$ cat config.mk
export PLATFORM = sky130hd
export DESIGN_NAME = ssr_ctrl
export DESIGN_NICKNAME = d
export VERILOG_FILES = /design/src/hw/ssr_pkg.sv /design/src/hw/ssr_ctrl.sv
export VERILOG_INCLUDE_DIRS = /design/src /design/src/hw
export SDC_FILE = /design/constraint.sdc
export NUM_CORES = 1
export LEC_CHECK = 0
export BUFFER_PORTS_ARGS = -buffer_cell sky130_fd_sc_hd__buf_2
export CAP_MARGIN = 0
export CORE_MARGIN = 4
export CORE_UTILIZATION = 44
export CTS_BUF_LIST = sky130_fd_sc_hd__clkbuf_2 sky130_fd_sc_hd__clkbuf_4 sky130_fd_sc_hd__clkbuf_8
export DETAILED_ROUTE_END_ITERATION = 10
export PLACE_DENSITY = 0.8
export SLEW_MARGIN = 15
export SYNTH_ARGS = -nofsm -noshare
export SYNTH_HDL_FRONTEND = slang
export SYNTH_SLANG_ARGS = --single-unit
$ cat constraint.sdc
create_clock -name i_ref_clk -period 1.9 [get_ports i_ref_clk]
set_input_delay 0.19 -clock i_ref_clk [delete_from_list [all_inputs] [get_ports i_ref_clk]]
set_output_delay 0.19 -clock i_ref_clk [all_outputs]
set_load 0.02 [all_outputs]
$ cat src/hw/ssr_consts.svh
// Offsets, field positions, reset values and timing counts for ssr_ctrl.
// Assumes a 100 MHz system clock and word-aligned byte addresses.
`ifndef SSR_CONSTS_SVH
`define SSR_CONSTS_SVH

`define SSR_ADDR_W          8
`define SSR_DATA_W          32
`define SSR_CTRL_W          8
`define SSR_OFF_CTRL        8'h00
`define SSR_OFF_SOFT_RST    8'h04
`define SSR_OFF_STATUS      8'h08
`define SSR_BIT_SLEEP       2
`define SSR_BIT_INIT_PEND   7
`define SSR_CTRL_WR_MASK    8'h7f
`define SSR_CTRL_RST_VAL    8'h00
`define SSR_BIT_ST_SLEEPING 0
`define SSR_BIT_ST_SPEED_HI 1
`define SSR_BIT_ST_RUNNING  2
`define SSR_CLK_PERIOD_NS   10
`define SSR_RST_TIME_NS     100
`define SSR_RST_CYCLES \
    ((`SSR_RST_TIME_NS + `SSR_CLK_PERIOD_NS - 1) / `SSR_CLK_PERIOD_NS)
`define SSR_INIT_WORDS      256

`endif

$ cat src/hw/ssr_pkg.sv
// Types shared by the sleep and soft reset controller.
// Assumes ssr_consts.svh is on the include path.
`include "ssr_consts.svh"

package ssr_pkg;

    typedef struct packed {
        logic [`SSR_ADDR_W-1:0] addr;
        logic [`SSR_DATA_W-1:0] wdata;
        logic                   wr;
        logic                   rd;
    } ssr_bus_req_t;

    typedef enum logic [1:0] {
        ST_RESET,
        ST_INIT,
        ST_RUN,
        ST_SLEEP
    } ssr_state_t;

endpackage

$ cat src/hw/ssr_ctrl.sv
// Sleep, wake reset and software reset control for a glyph engine core.
// Assumes a synchronous register port on the system clock and a
// clock-speed strap pin that comes from outside the clock domain.
//
// Summary of operation
// Control bit 2 set to one stops the core clock; sleep begins.
// Core working data is not kept through sleep; only control stays.
// Writing zero to control bit 2 ends sleep, clock restarts.
// Leaving sleep applies an internal reset automatically.
// Control register keeps its value across sleep and wake reset.
// Host sets sleep only after its outline processing has finished.
// Any write to the soft reset register resets; data ignored.
// Soft reset is accepted at any time around other accesses.
// Soft reset returns everything, control register too, to defaults.
// After soft reset the host reprograms control if needed.
// Strap high means fast host clock, low means slow host clock.
// Hardware reset initialises registers then starts memory init.
// Host polls control until the init pending flag reads zero.
// Control register stays writable during sleep to clear the bit.
//
// Implementation choices: the register offsets and the plain strobed port.
`timescale 1ns/100ps
`include "ssr_consts.svh"

module ssr_ctrl
    import ssr_pkg::*;
#(
    parameter int RST_CYCLES = `SSR_RST_CYCLES,
    parameter int INIT_WORDS = `SSR_INIT_WORDS
) (
    input  wire                     i_ref_clk,
    input  wire                     i_sys_rst,
    input  ssr_bus_req_t            i_bus,
    input  wire                     i_clk_speed_select,
    output logic [`SSR_DATA_W-1:0]  o_rdata,
    output logic                    o_core_clk_en,
    output logic                    o_core_rst,
    output logic                    o_init_pending,
    output logic                    o_sleeping,
    output logic                    o_clk_speed_hi
);

    localparam int CNT_W = 16;
    localparam logic [CNT_W-1:0] RST_LAST  = CNT_W'(RST_CYCLES - 1);
    localparam logic [CNT_W-1:0] INIT_LAST = CNT_W'(INIT_WORDS - 1);

    ssr_state_t               state_ff;
    ssr_state_t               nxt_state;
    logic [CNT_W-1:0]         cnt_ff;
    logic [`SSR_CTRL_W-1:0]   ctrl_ff;
    logic [`SSR_DATA_W-1:0]   rdata_ff;
    logic                     clk_en_ff;
    logic                     core_rst_ff;
    logic                     init_pend_ff;
    logic                     sleeping_ff;
    logic                     speed_hi_ff;
    logic                     strap_meta_ff;
    logic                     strap_sync_ff;
    logic                     wr_ctrl;
    logic                     wr_soft;
    logic                     rd_hit;
    logic                     sleep_req;

    assign wr_ctrl   = i_bus.wr && (i_bus.addr == `SSR_OFF_CTRL);
    assign wr_soft   = i_bus.wr && (i_bus.addr == `SSR_OFF_SOFT_RST);
    assign rd_hit    = i_bus.rd;
    assign sleep_req = ctrl_ff[`SSR_BIT_SLEEP];

    // Strap is a pin, so it is synchronised before anyone looks at it
    always_ff @(posedge i_ref_clk) begin
        strap_meta_ff <= i_clk_speed_select;
        strap_sync_ff <= strap_meta_ff;
    end

    // Strap is latched while internal reset is active, then frozen
    always_ff @(posedge i_ref_clk) begin
        if (i_sys_rst) begin
            speed_hi_ff <= 1'b0;
        end else if (state_ff == ST_RESET) begin
            speed_hi_ff <= strap_sync_ff;
        end
    end

    // Control register: soft reset clears it, wake reset does not
    always_ff @(posedge i_ref_clk) begin
        if (i_sys_rst) begin
            ctrl_ff <= `SSR_CTRL_RST_VAL;
        end else if (wr_soft) begin
            ctrl_ff <= `SSR_CTRL_RST_VAL;
        end else if (wr_ctrl) begin
            // Writable in every state, sleep included
            ctrl_ff <= i_bus.wdata[`SSR_CTRL_W-1:0] & `SSR_CTRL_WR_MASK;
        end
    end

    // Sequencer: reset pulse, memory init, run, sleep
    always_comb begin
        nxt_state = state_ff;
        case (state_ff)
            ST_RESET: begin
                if (cnt_ff == RST_LAST) begin
                    nxt_state = ST_INIT;
                end
            end
            // Sleep during init abandons the sweep; wake redoes it
            ST_INIT: begin
                if (sleep_req) begin
                    nxt_state = ST_SLEEP;
                end else if (cnt_ff == INIT_LAST) begin
                    nxt_state = ST_RUN;
                end
            end
            ST_RUN: begin
                if (sleep_req) begin
                    nxt_state = ST_SLEEP;
                end
            end
            ST_SLEEP: begin
                if (!sleep_req) begin
                    nxt_state = ST_RESET;
                end
            end
            default: begin
                nxt_state = ST_RESET;
            end
        endcase
        // Soft reset wins over anything in flight
        if (wr_soft) begin
            nxt_state = ST_RESET;
        end
    end

    always_ff @(posedge i_ref_clk) begin
        if (i_sys_rst) begin
            state_ff <= ST_RESET;
        end else begin
            state_ff <= nxt_state;
        end
    end

    // One counter serves both the reset pulse and the init sweep
    always_ff @(posedge i_ref_clk) begin
        if (i_sys_rst) begin
            cnt_ff <= '0;
        end else if (nxt_state != state_ff || wr_soft) begin
            cnt_ff <= '0;
        end else if (state_ff == ST_RESET || state_ff == ST_INIT) begin
            cnt_ff <= cnt_ff + CNT_W'(1);
        end
    end

    // Outputs follow the next state so each comes from a flop
    always_ff @(posedge i_ref_clk) begin
        if (i_sys_rst) begin
            clk_en_ff    <= 1'b1;
            core_rst_ff  <= 1'b1;
            init_pend_ff <= 1'b1;
            sleeping_ff  <= 1'b0;
        end else begin
            // Gated core loses its data while stopped
            clk_en_ff    <= (nxt_state != ST_SLEEP);
            core_rst_ff  <= (nxt_state == ST_RESET);
            init_pend_ff <= (nxt_state == ST_RESET) ||
                            (nxt_state == ST_INIT);
            sleeping_ff  <= (nxt_state == ST_SLEEP);
        end
    end

    // Read port: data stand one cycle after the strobe, zero otherwise
    always_ff @(posedge i_ref_clk) begin
        if (i_sys_rst) begin
            rdata_ff <= '0;
        end else if (rd_hit) begin
            case (i_bus.addr)
                `SSR_OFF_CTRL: begin
                    rdata_ff <= '0;
                    rdata_ff[`SSR_CTRL_W-1:0] <= ctrl_ff;
                    rdata_ff[`SSR_BIT_INIT_PEND] <= init_pend_ff;
                end
                `SSR_OFF_STATUS: begin
                    rdata_ff <= '0;
                    rdata_ff[`SSR_BIT_ST_SLEEPING] <= sleeping_ff;
                    rdata_ff[`SSR_BIT_ST_SPEED_HI] <= speed_hi_ff;
                    rdata_ff[`SSR_BIT_ST_RUNNING]  <= (state_ff == ST_RUN);
                end
                default: begin
                    // Soft reset register and holes read as zero
                    rdata_ff <= '0;
                end
            endcase
        end else begin
            rdata_ff <= '0;
        end
    end

    assign o_rdata        = rdata_ff;
    assign o_core_clk_en  = clk_en_ff;
    assign o_core_rst     = core_rst_ff;
    assign o_init_pending = init_pend_ff;
    assign o_sleeping     = sleeping_ff;
    assign o_clk_speed_hi = speed_hi_ff;
endmodule // ssr_ctrl

==> summary.txt, run 1 <==
CTS
  • CTS max path bufs: 2
  • CTS Sinks: 40
  • Clk_lat worst skew: 0.29 ns
  • CTS buffer count: 5
  • Post-CTS Setup Repair Bufs: 0
  • Clock transition at path regs: 0.07 ns
  • TritonCTS clock tree: done
  • H-tree levels: 2
  • Root buf cell: clkbuf_8

Synthesis
  • Post-synthesis sequential area ratio: 42.9%
  • Post-synth top flop: dfxtp_1
  • Post-synth EDFFs: 0
  • Mean Syn Cell Area: 9.20 um^2
  • Count of unique library cells instantiated by Yosys: 39
  • Ys async rst share: 0%
  • Synthesis Warnings: 0
  • Flops & latches, synth: 40
  • Synth Cell Area: 1870 um^2
  • Syn Inst Count: 203

Floorplan
  • Rows: 23
  • Die H: 73.1 um
  • Io pins: 82
  • Die footprint: 5350 um^2
  • Initial Util: 46.0%
  • Core Area: 4060 um^2
  • Chip width: 73.1 um

Pwr
  • Tot Pwr: 1.93 mW
  • Peak supply drop: 0.570 mV
  • Leakage Power: 0.914 nW
  • P per Cell Area: 870 nW/um^2

Timing
  • Final Critical Period: 1.84 ns
  • Clk_skew: 0.00345 ns
  • Final WS setup: 0.0585 ns
  • Max Clock Freq: 0.543 GHz
  • Unrepaired setup endpoints after global routing: yes
  • Final Hold Fails: 0
  • Final worst-path cycle share: 96.9%
  • Final Max Slew Viols: 0
  • Setup violators final: 0

Finish
  • Final core occ: 54.6%
  • Antenna diodes: 0
  • Nets: 291
  • Design area: 2220 um^2
  • Most frequent cells in the layout: dfxtp_1, buf_2, nor2_1, conb_1
  • Fraction of final layout cells sized beyond drive strength 1: 27.8%
  • Commonest non-fill, non-tap cell in the layout: dfxtp_1
  • Area grow syn2layout: 18.8%
  • Fill cells: 369

Min path
  • Worst Hold Class: in -> reg

Worst setup path
  • Critical path cell sequence: or4_4 -> nor2_1 -> a32oi_1 -> o221ai_4 -> buf_12 -> nor2_1
  • Worst Setup Path Type: reg -> reg
  • CP Buf/Inv Count: 1
  • Crit-path max FO: 16
  • Critical Path Sink Type: flop
  • CP max stage delay: 0.56 ns
  • Slowest stage cell, crit path: or4_4
  • Critical path required time: 2.09 ns
  • Top Family by Delay on Critical Path: simple AND/OR/NAND/NOR gates
  • CP most frequent cell: nor2_1
  • Worst setup SP type: flop
  • Data arrival, critical path: 2.03 ns

Place
  • Routability cong.: 0.778
  • # port buffers: 32
  • Pre-CTS setup slack: 0.0805 ns
  • Post-DP HPWL: 2460 um
  • Post-DP Area: 2040 um^2

Outcome
  • Status: finished, final reports clean

Detailed routing
  • Post-DR wirelength/cell: 11.3 um
  • # DRC: 0
  • Post-DR vias/cell: 4.62
  • Drt total wl: 3330 um
  • ANT nets after route: 0
  • DR iter-0 viols: 49
  • TritonRoute pass-1 iters: 4
  • Routed via count: 1362

GRT
  • Initial antenna violation count: 0
  • Global-route wire length before repair: 5330 um
  • Vias in the first global route: 1264
  • Remaining Overflow, GRT: 0
  • All-layer global routing usage: 13.0%
  • Pin count of the biggest net entering global routing: 17

Flow run
  • Max Cap Viol: 0
==> power breakdown <==
group          total (mW)  internal (mW)  leakage (nW)  switching, mW
sequential          0.856          0.847         0.324        0.00850
clock               0.950          0.657        0.0784          0.294
combinational       0.123         0.0403         0.511         0.0832
==> flip-flops by register name, indices dropped and copies added (netlist names) <==
name            flops
state_ff            2
o_core_clk_en       1
strap_sync_ff       1
o_sleeping          1
o_clk_speed_hi      1
cnt_ff             16
o_init_pending      1
o_core_rst          1
ctrl_ff             7
o_rdata             8
strap_meta_ff       1
==> synthesized netlist by cell type, types with 3 or more instances <==
| master | count | area, um^2 |
|---|---|---|
| a21oi_1 | 5 | 25.0 |
| and2_1 | 5 | 31.3 |
| buf_4 | 24 | 180 |
| clkbuf_1 | 4 | 15.0 |
| dfxtp_1 | 40 | 801 |
| inv_1 | 4 | 15.0 |
| mux2i_1 | 9 | 90.1 |
| nand2_1 | 13 | 48.8 |
| nand2b_1 | 3 | 18.8 |
| nand3_1 | 8 | 40.0 |
| nor2_1 | 26 | 97.6 |
| nor2_2 | 11 | 68.8 |
| nor2b_1 | 4 | 25.0 |
| xnor2_1 | 7 | 61.3 |
| xor2_1 | 8 | 70.1 |
==> final timing paths <==
check	startpoint	end	slack [ns]	depth (start not counted)
worst max-delay path	cnt_ff[12]	cnt_ff[10]	0.06	6
worst min-delay path	i_sys_rst	o_clk_speed_hi	0.09	2
worst max register to register	cnt_ff[12]	cnt_ff[10]	0.06	6
worst min register to register	strap_meta_ff	strap_sync_ff	0.33	0
==> area by class of cell <==
class	count	area, um^2	share of cell area, %
sequential	40	802	36.2
clock buffer	5	68.8	3.10
multi-input combinational	151	928	41.9
tap	50	62.6	2.82
clock inverter	3	90.1	4.06
inverter	4	15.0	0.677
timing repair buffer	42	250	11.3
==> repair_timing <==
| action | in CTS | in global routing |
|---|---|---|
| setup endpoints to repair | 0 | 9 |
| resized for setup | 0 | 4 |
| hold endpoints to repair | 1 | 0 |
| hold buffers | 1 | 0 |
==> through the flow <==
stage,TNS [ns],std cells,hold WS [ns]
6_report,0,295,0.0917
3_5_place_dp,0,286,0.295
2_1_floorplan,0,226,0.218
3_3_place_gp,0,286,0.294
4_1_cts,0,295,0.0780
5_1_grt,-0.00919,295,0.0843
==> cells by family after synthesis <==
logic type      after synthesis  share of synthesized area [%]
compound gates               13                           5.50
xor+xnor                     15                           7.04
fa+ha+maj                     2                           1.34
buf+inv                      35                           12.6
flops                        40                           42.9
mux                           9                           4.83
other cells                   1                          0.201
simple gates                 88                           25.6
==> layer usage <==
layer	share of wire (%)	up-vias	wire length [um]	GRT usage, %
li1	-	702	-	-
met1	40	615	1350	13.6
met2	49	39	1640	22.3
met3	8.2	6	273	5.37
met4	2.0	0	68	6.15
met5	0	-	0	0
Power figures use the tool's default switching activity.
==> run 2: changes to the inputs <==
Settings changed: CORE_UTILIZATION 44 to 52, CTS_CLUSTER_SIZE from default to 25, PLACE_DENSITY 0.8 to 0.89.
Clock period 1.9 ns to 2.2 ns, I/O delays scaled along.
==> run 2 against run 1 <==
Flip-flop and latch count did not move. Wire length up 1.8%. Total power fell by 26%. Sequential power fell by 14%. Largest cell class unchanged. Critical endpoint is now cnt_ff[7].
==> summary.txt, run 2 (synthesis results as in run 1) <==
Worst setup path
  • Worst setup SP type: flop
  • Data arrival, critical path: 2.11 ns (+0.08 ns)
  • Crit. Startpoint: cnt_ff[8]
  • Crit path to: cnt_ff[7]
  • FF-to-FF setup slack: 0.33 ns (+0.27 ns)
  • Worst Setup Path Type: reg -> reg
  • Critical Path Sink Type: flop
  • Critical path required time: 2.44 ns (+0.35 ns)
  • FF-to-FF End: cnt_ff[7]
  • Crit-path max FO: 16 (unchanged)
  • Reg2reg path depth: 6 (unchanged)
  • Worst r2r src: cnt_ff[8]

Finish
  • Nets: 288 (-1.0%)
  • Fraction of final layout cells sized beyond drive strength 1: 24.9% (-2.9 points)
  • Antenna diodes: 0 (unchanged)
  • Area grow syn2layout: 13.3%
  • Max reg flops: 16 (unchanged)
  • Register bank with the most flops: cnt_ff
  • Commonest non-fill, non-tap cell in the layout: dfxtp_1
  • Final core occ: 62.4% (+7.8 points)
  • Final Non-Filler Cells: 287 (-2.7%)
  • Most frequent cells in the layout: dfxtp_1, buf_2, nor2_1
  • Design area: 2120 um^2 (-4.6%)
  • Fill cells: 284 (-23%)

Outcome
  • Status: finished, final reports clean

CTS
  • Hold buffers post-CTS: 1 (unchanged)
  • CTS max path bufs: 2 (unchanged)
  • CTS Sinks: 40 (unchanged)
  • Clock transition at path regs: 0.11 ns (+0.04 ns)
  • TritonCTS clock tree: done
  • Post-CTS Resized: 0 (unchanged)
  • CTS buffer count: 5 (unchanged)
  • Post-CTS Setup Repair Bufs: 0 (unchanged)
  • Clk_lat worst skew: 0.34 ns (+0.05 ns)
  • Root buf cell: clkbuf_4
  • H-tree levels: 2 (unchanged)

Detailed routing
  • Post-DR wirelength/cell: 11.8 um (+4.6%)
  • # DRC: 0 (unchanged)
  • ANT nets after route: 0 (unchanged)
  • Post-DR vias/cell: 4.77 (+3.3%)
  • Routed via count: 1369 (+0.51%)
  • TritonRoute pass-1 iters: 4 (unchanged)
  • DR iter-0 viols: 75 (+53%)
  • Drt total wl: 3390 um (+1.8%)

Flow run
  • Max Cap Viol: 0 (unchanged)

Place
  • Placed Instances: 279 (-2.4%)
  • Post-DP HPWL: 2530 um (+2.9%)
  • Pre-CTS setup slack: 0.271 ns (+0.190 ns)
  • Routability cong.: 0.763 (-2.0%)
  • # port buffers: 32 (unchanged)
  • Post-DP Area: 2010 um^2 (-1.4%)

Floorplan
  • Die H: 67.9 um (-7.1%)
  • Initial Util: 55.1% (+9.1 points)
  • Rows: 21 (-8.7%)
  • Io pins: 82 (unchanged)
  • Chip width: 67.9 um (-7.1%)
  • Die footprint: 4610 um^2 (-14%)
  • Core Area: 3390 um^2 (-16%)

Min path
  • Hold path start: i_sys_rst
  • Worst Hold Class: in -> reg

Timing
  • Setup violators final: 0 (unchanged)
  • Final WS setup: 0.332 ns (+0.273 ns)
  • Final Critical Period: 1.87 ns (+0.0266 ns)
  • Final worst-path cycle share: 84.9% (-12 points)
  • Final Max Slew Viols: 0 (unchanged)
  • Clk_skew: 0.00731 ns (+0.00386 ns)
  • Fin Setup TNS: 0 ns (unchanged)
  • Max Clock Freq: 0.535 GHz (-1.4%)
  • Unrepaired setup endpoints after global routing: no
  • Final Hold Fails: 0 (unchanged)

GRT
  • Vias in the first global route: 1239 (-2.0%)
  • Remaining Overflow, GRT: 0 (unchanged)
  • GR Layer Usage met2: 25.4% (+3.1 points)
  • Global-route wire length before repair: 5400 um (+1.4%)
  • M3 GR Usage: 3.94% (-1.4 points)
  • Pin count of the biggest net entering global routing: 17 (unchanged)
  • All-layer global routing usage: 15.6% (+2.6 points)
  • Initial antenna violation count: 0 (unchanged)
  • Met1 GRT Util: 19.6% (+6.0 points)
  • Top Usage Layer GRT: met2

Pwr
  • P per Cell Area: 671 nW/um^2 (-23%)
  • Peak supply drop: 0.343 mV (-40%)
  • Leakage Power: 0.872 nW (-4.6%)
[run 2: cell types whose count changed in the layout (fill, tap and decap cells not counted), sizes merged]
| cell | before | now |
|---|---|---|
| buf | 41 | 38 |
| bufinv | 3 | 2 |
[run 2: layer usage]
layer / wire (um) / share of wire (%) / vias to the layer above
met5: 0 / 0 / -
met1: 1450 / 43 / 622
met4: 59 / 1.7 / 0
li1: - / - / 696
met2: 1650 / 49 / 46
met3: 236 / 7.0 / 5
[run 2: through the flow]
step                hold slack [ns]  total power, mW
finish                       0.0591             1.42
detailed placement            0.315            0.859
global route                 0.0516             1.47
floorplan                     0.248            0.861
CTS                          0.0437             1.43
global placement              0.312            0.856
[run 2: where the power goes]
group	switching [mW]	internal, mW
registers	0.00761	0.732
logic	0.0708	0.0338
clock network	0.228	0.348
total	0.306	1.11
[run 2: cell type report]
class	count	area (um^2)	area share (%)
multi-input cells	151	917	43.3
flip-flops and latches	40	801	37.8
clock buffers	5	37.5	1.77
well taps	46	57.6	2.72
repair buffers	39	228	10.8
clock inverters	2	60.1	2.84
inverters	4	15.0	0.710
[run 2: how the worst min path moves through the flow]
stage                     end  slack, ns  cells after the start
2_1_floorplan   strap_meta_ff       0.25                      0
3_3_place_gp    strap_sync_ff       0.31                      0
3_5_place_dp    strap_sync_ff       0.32                      0
4_1_cts        o_clk_speed_hi       0.04                      2
5_1_grt        o_clk_speed_hi       0.05                      2
6_report       o_clk_speed_hi       0.06                      2
[run 2: critical path, cell delays in order (launching register included)]
cell      delay [ns]
dfxtp_1         0.37
or4_4           0.57
nor2_1          0.18
a32oi_1         0.17
o221ai_4        0.23
buf_12          0.19
nor2_1          0.05
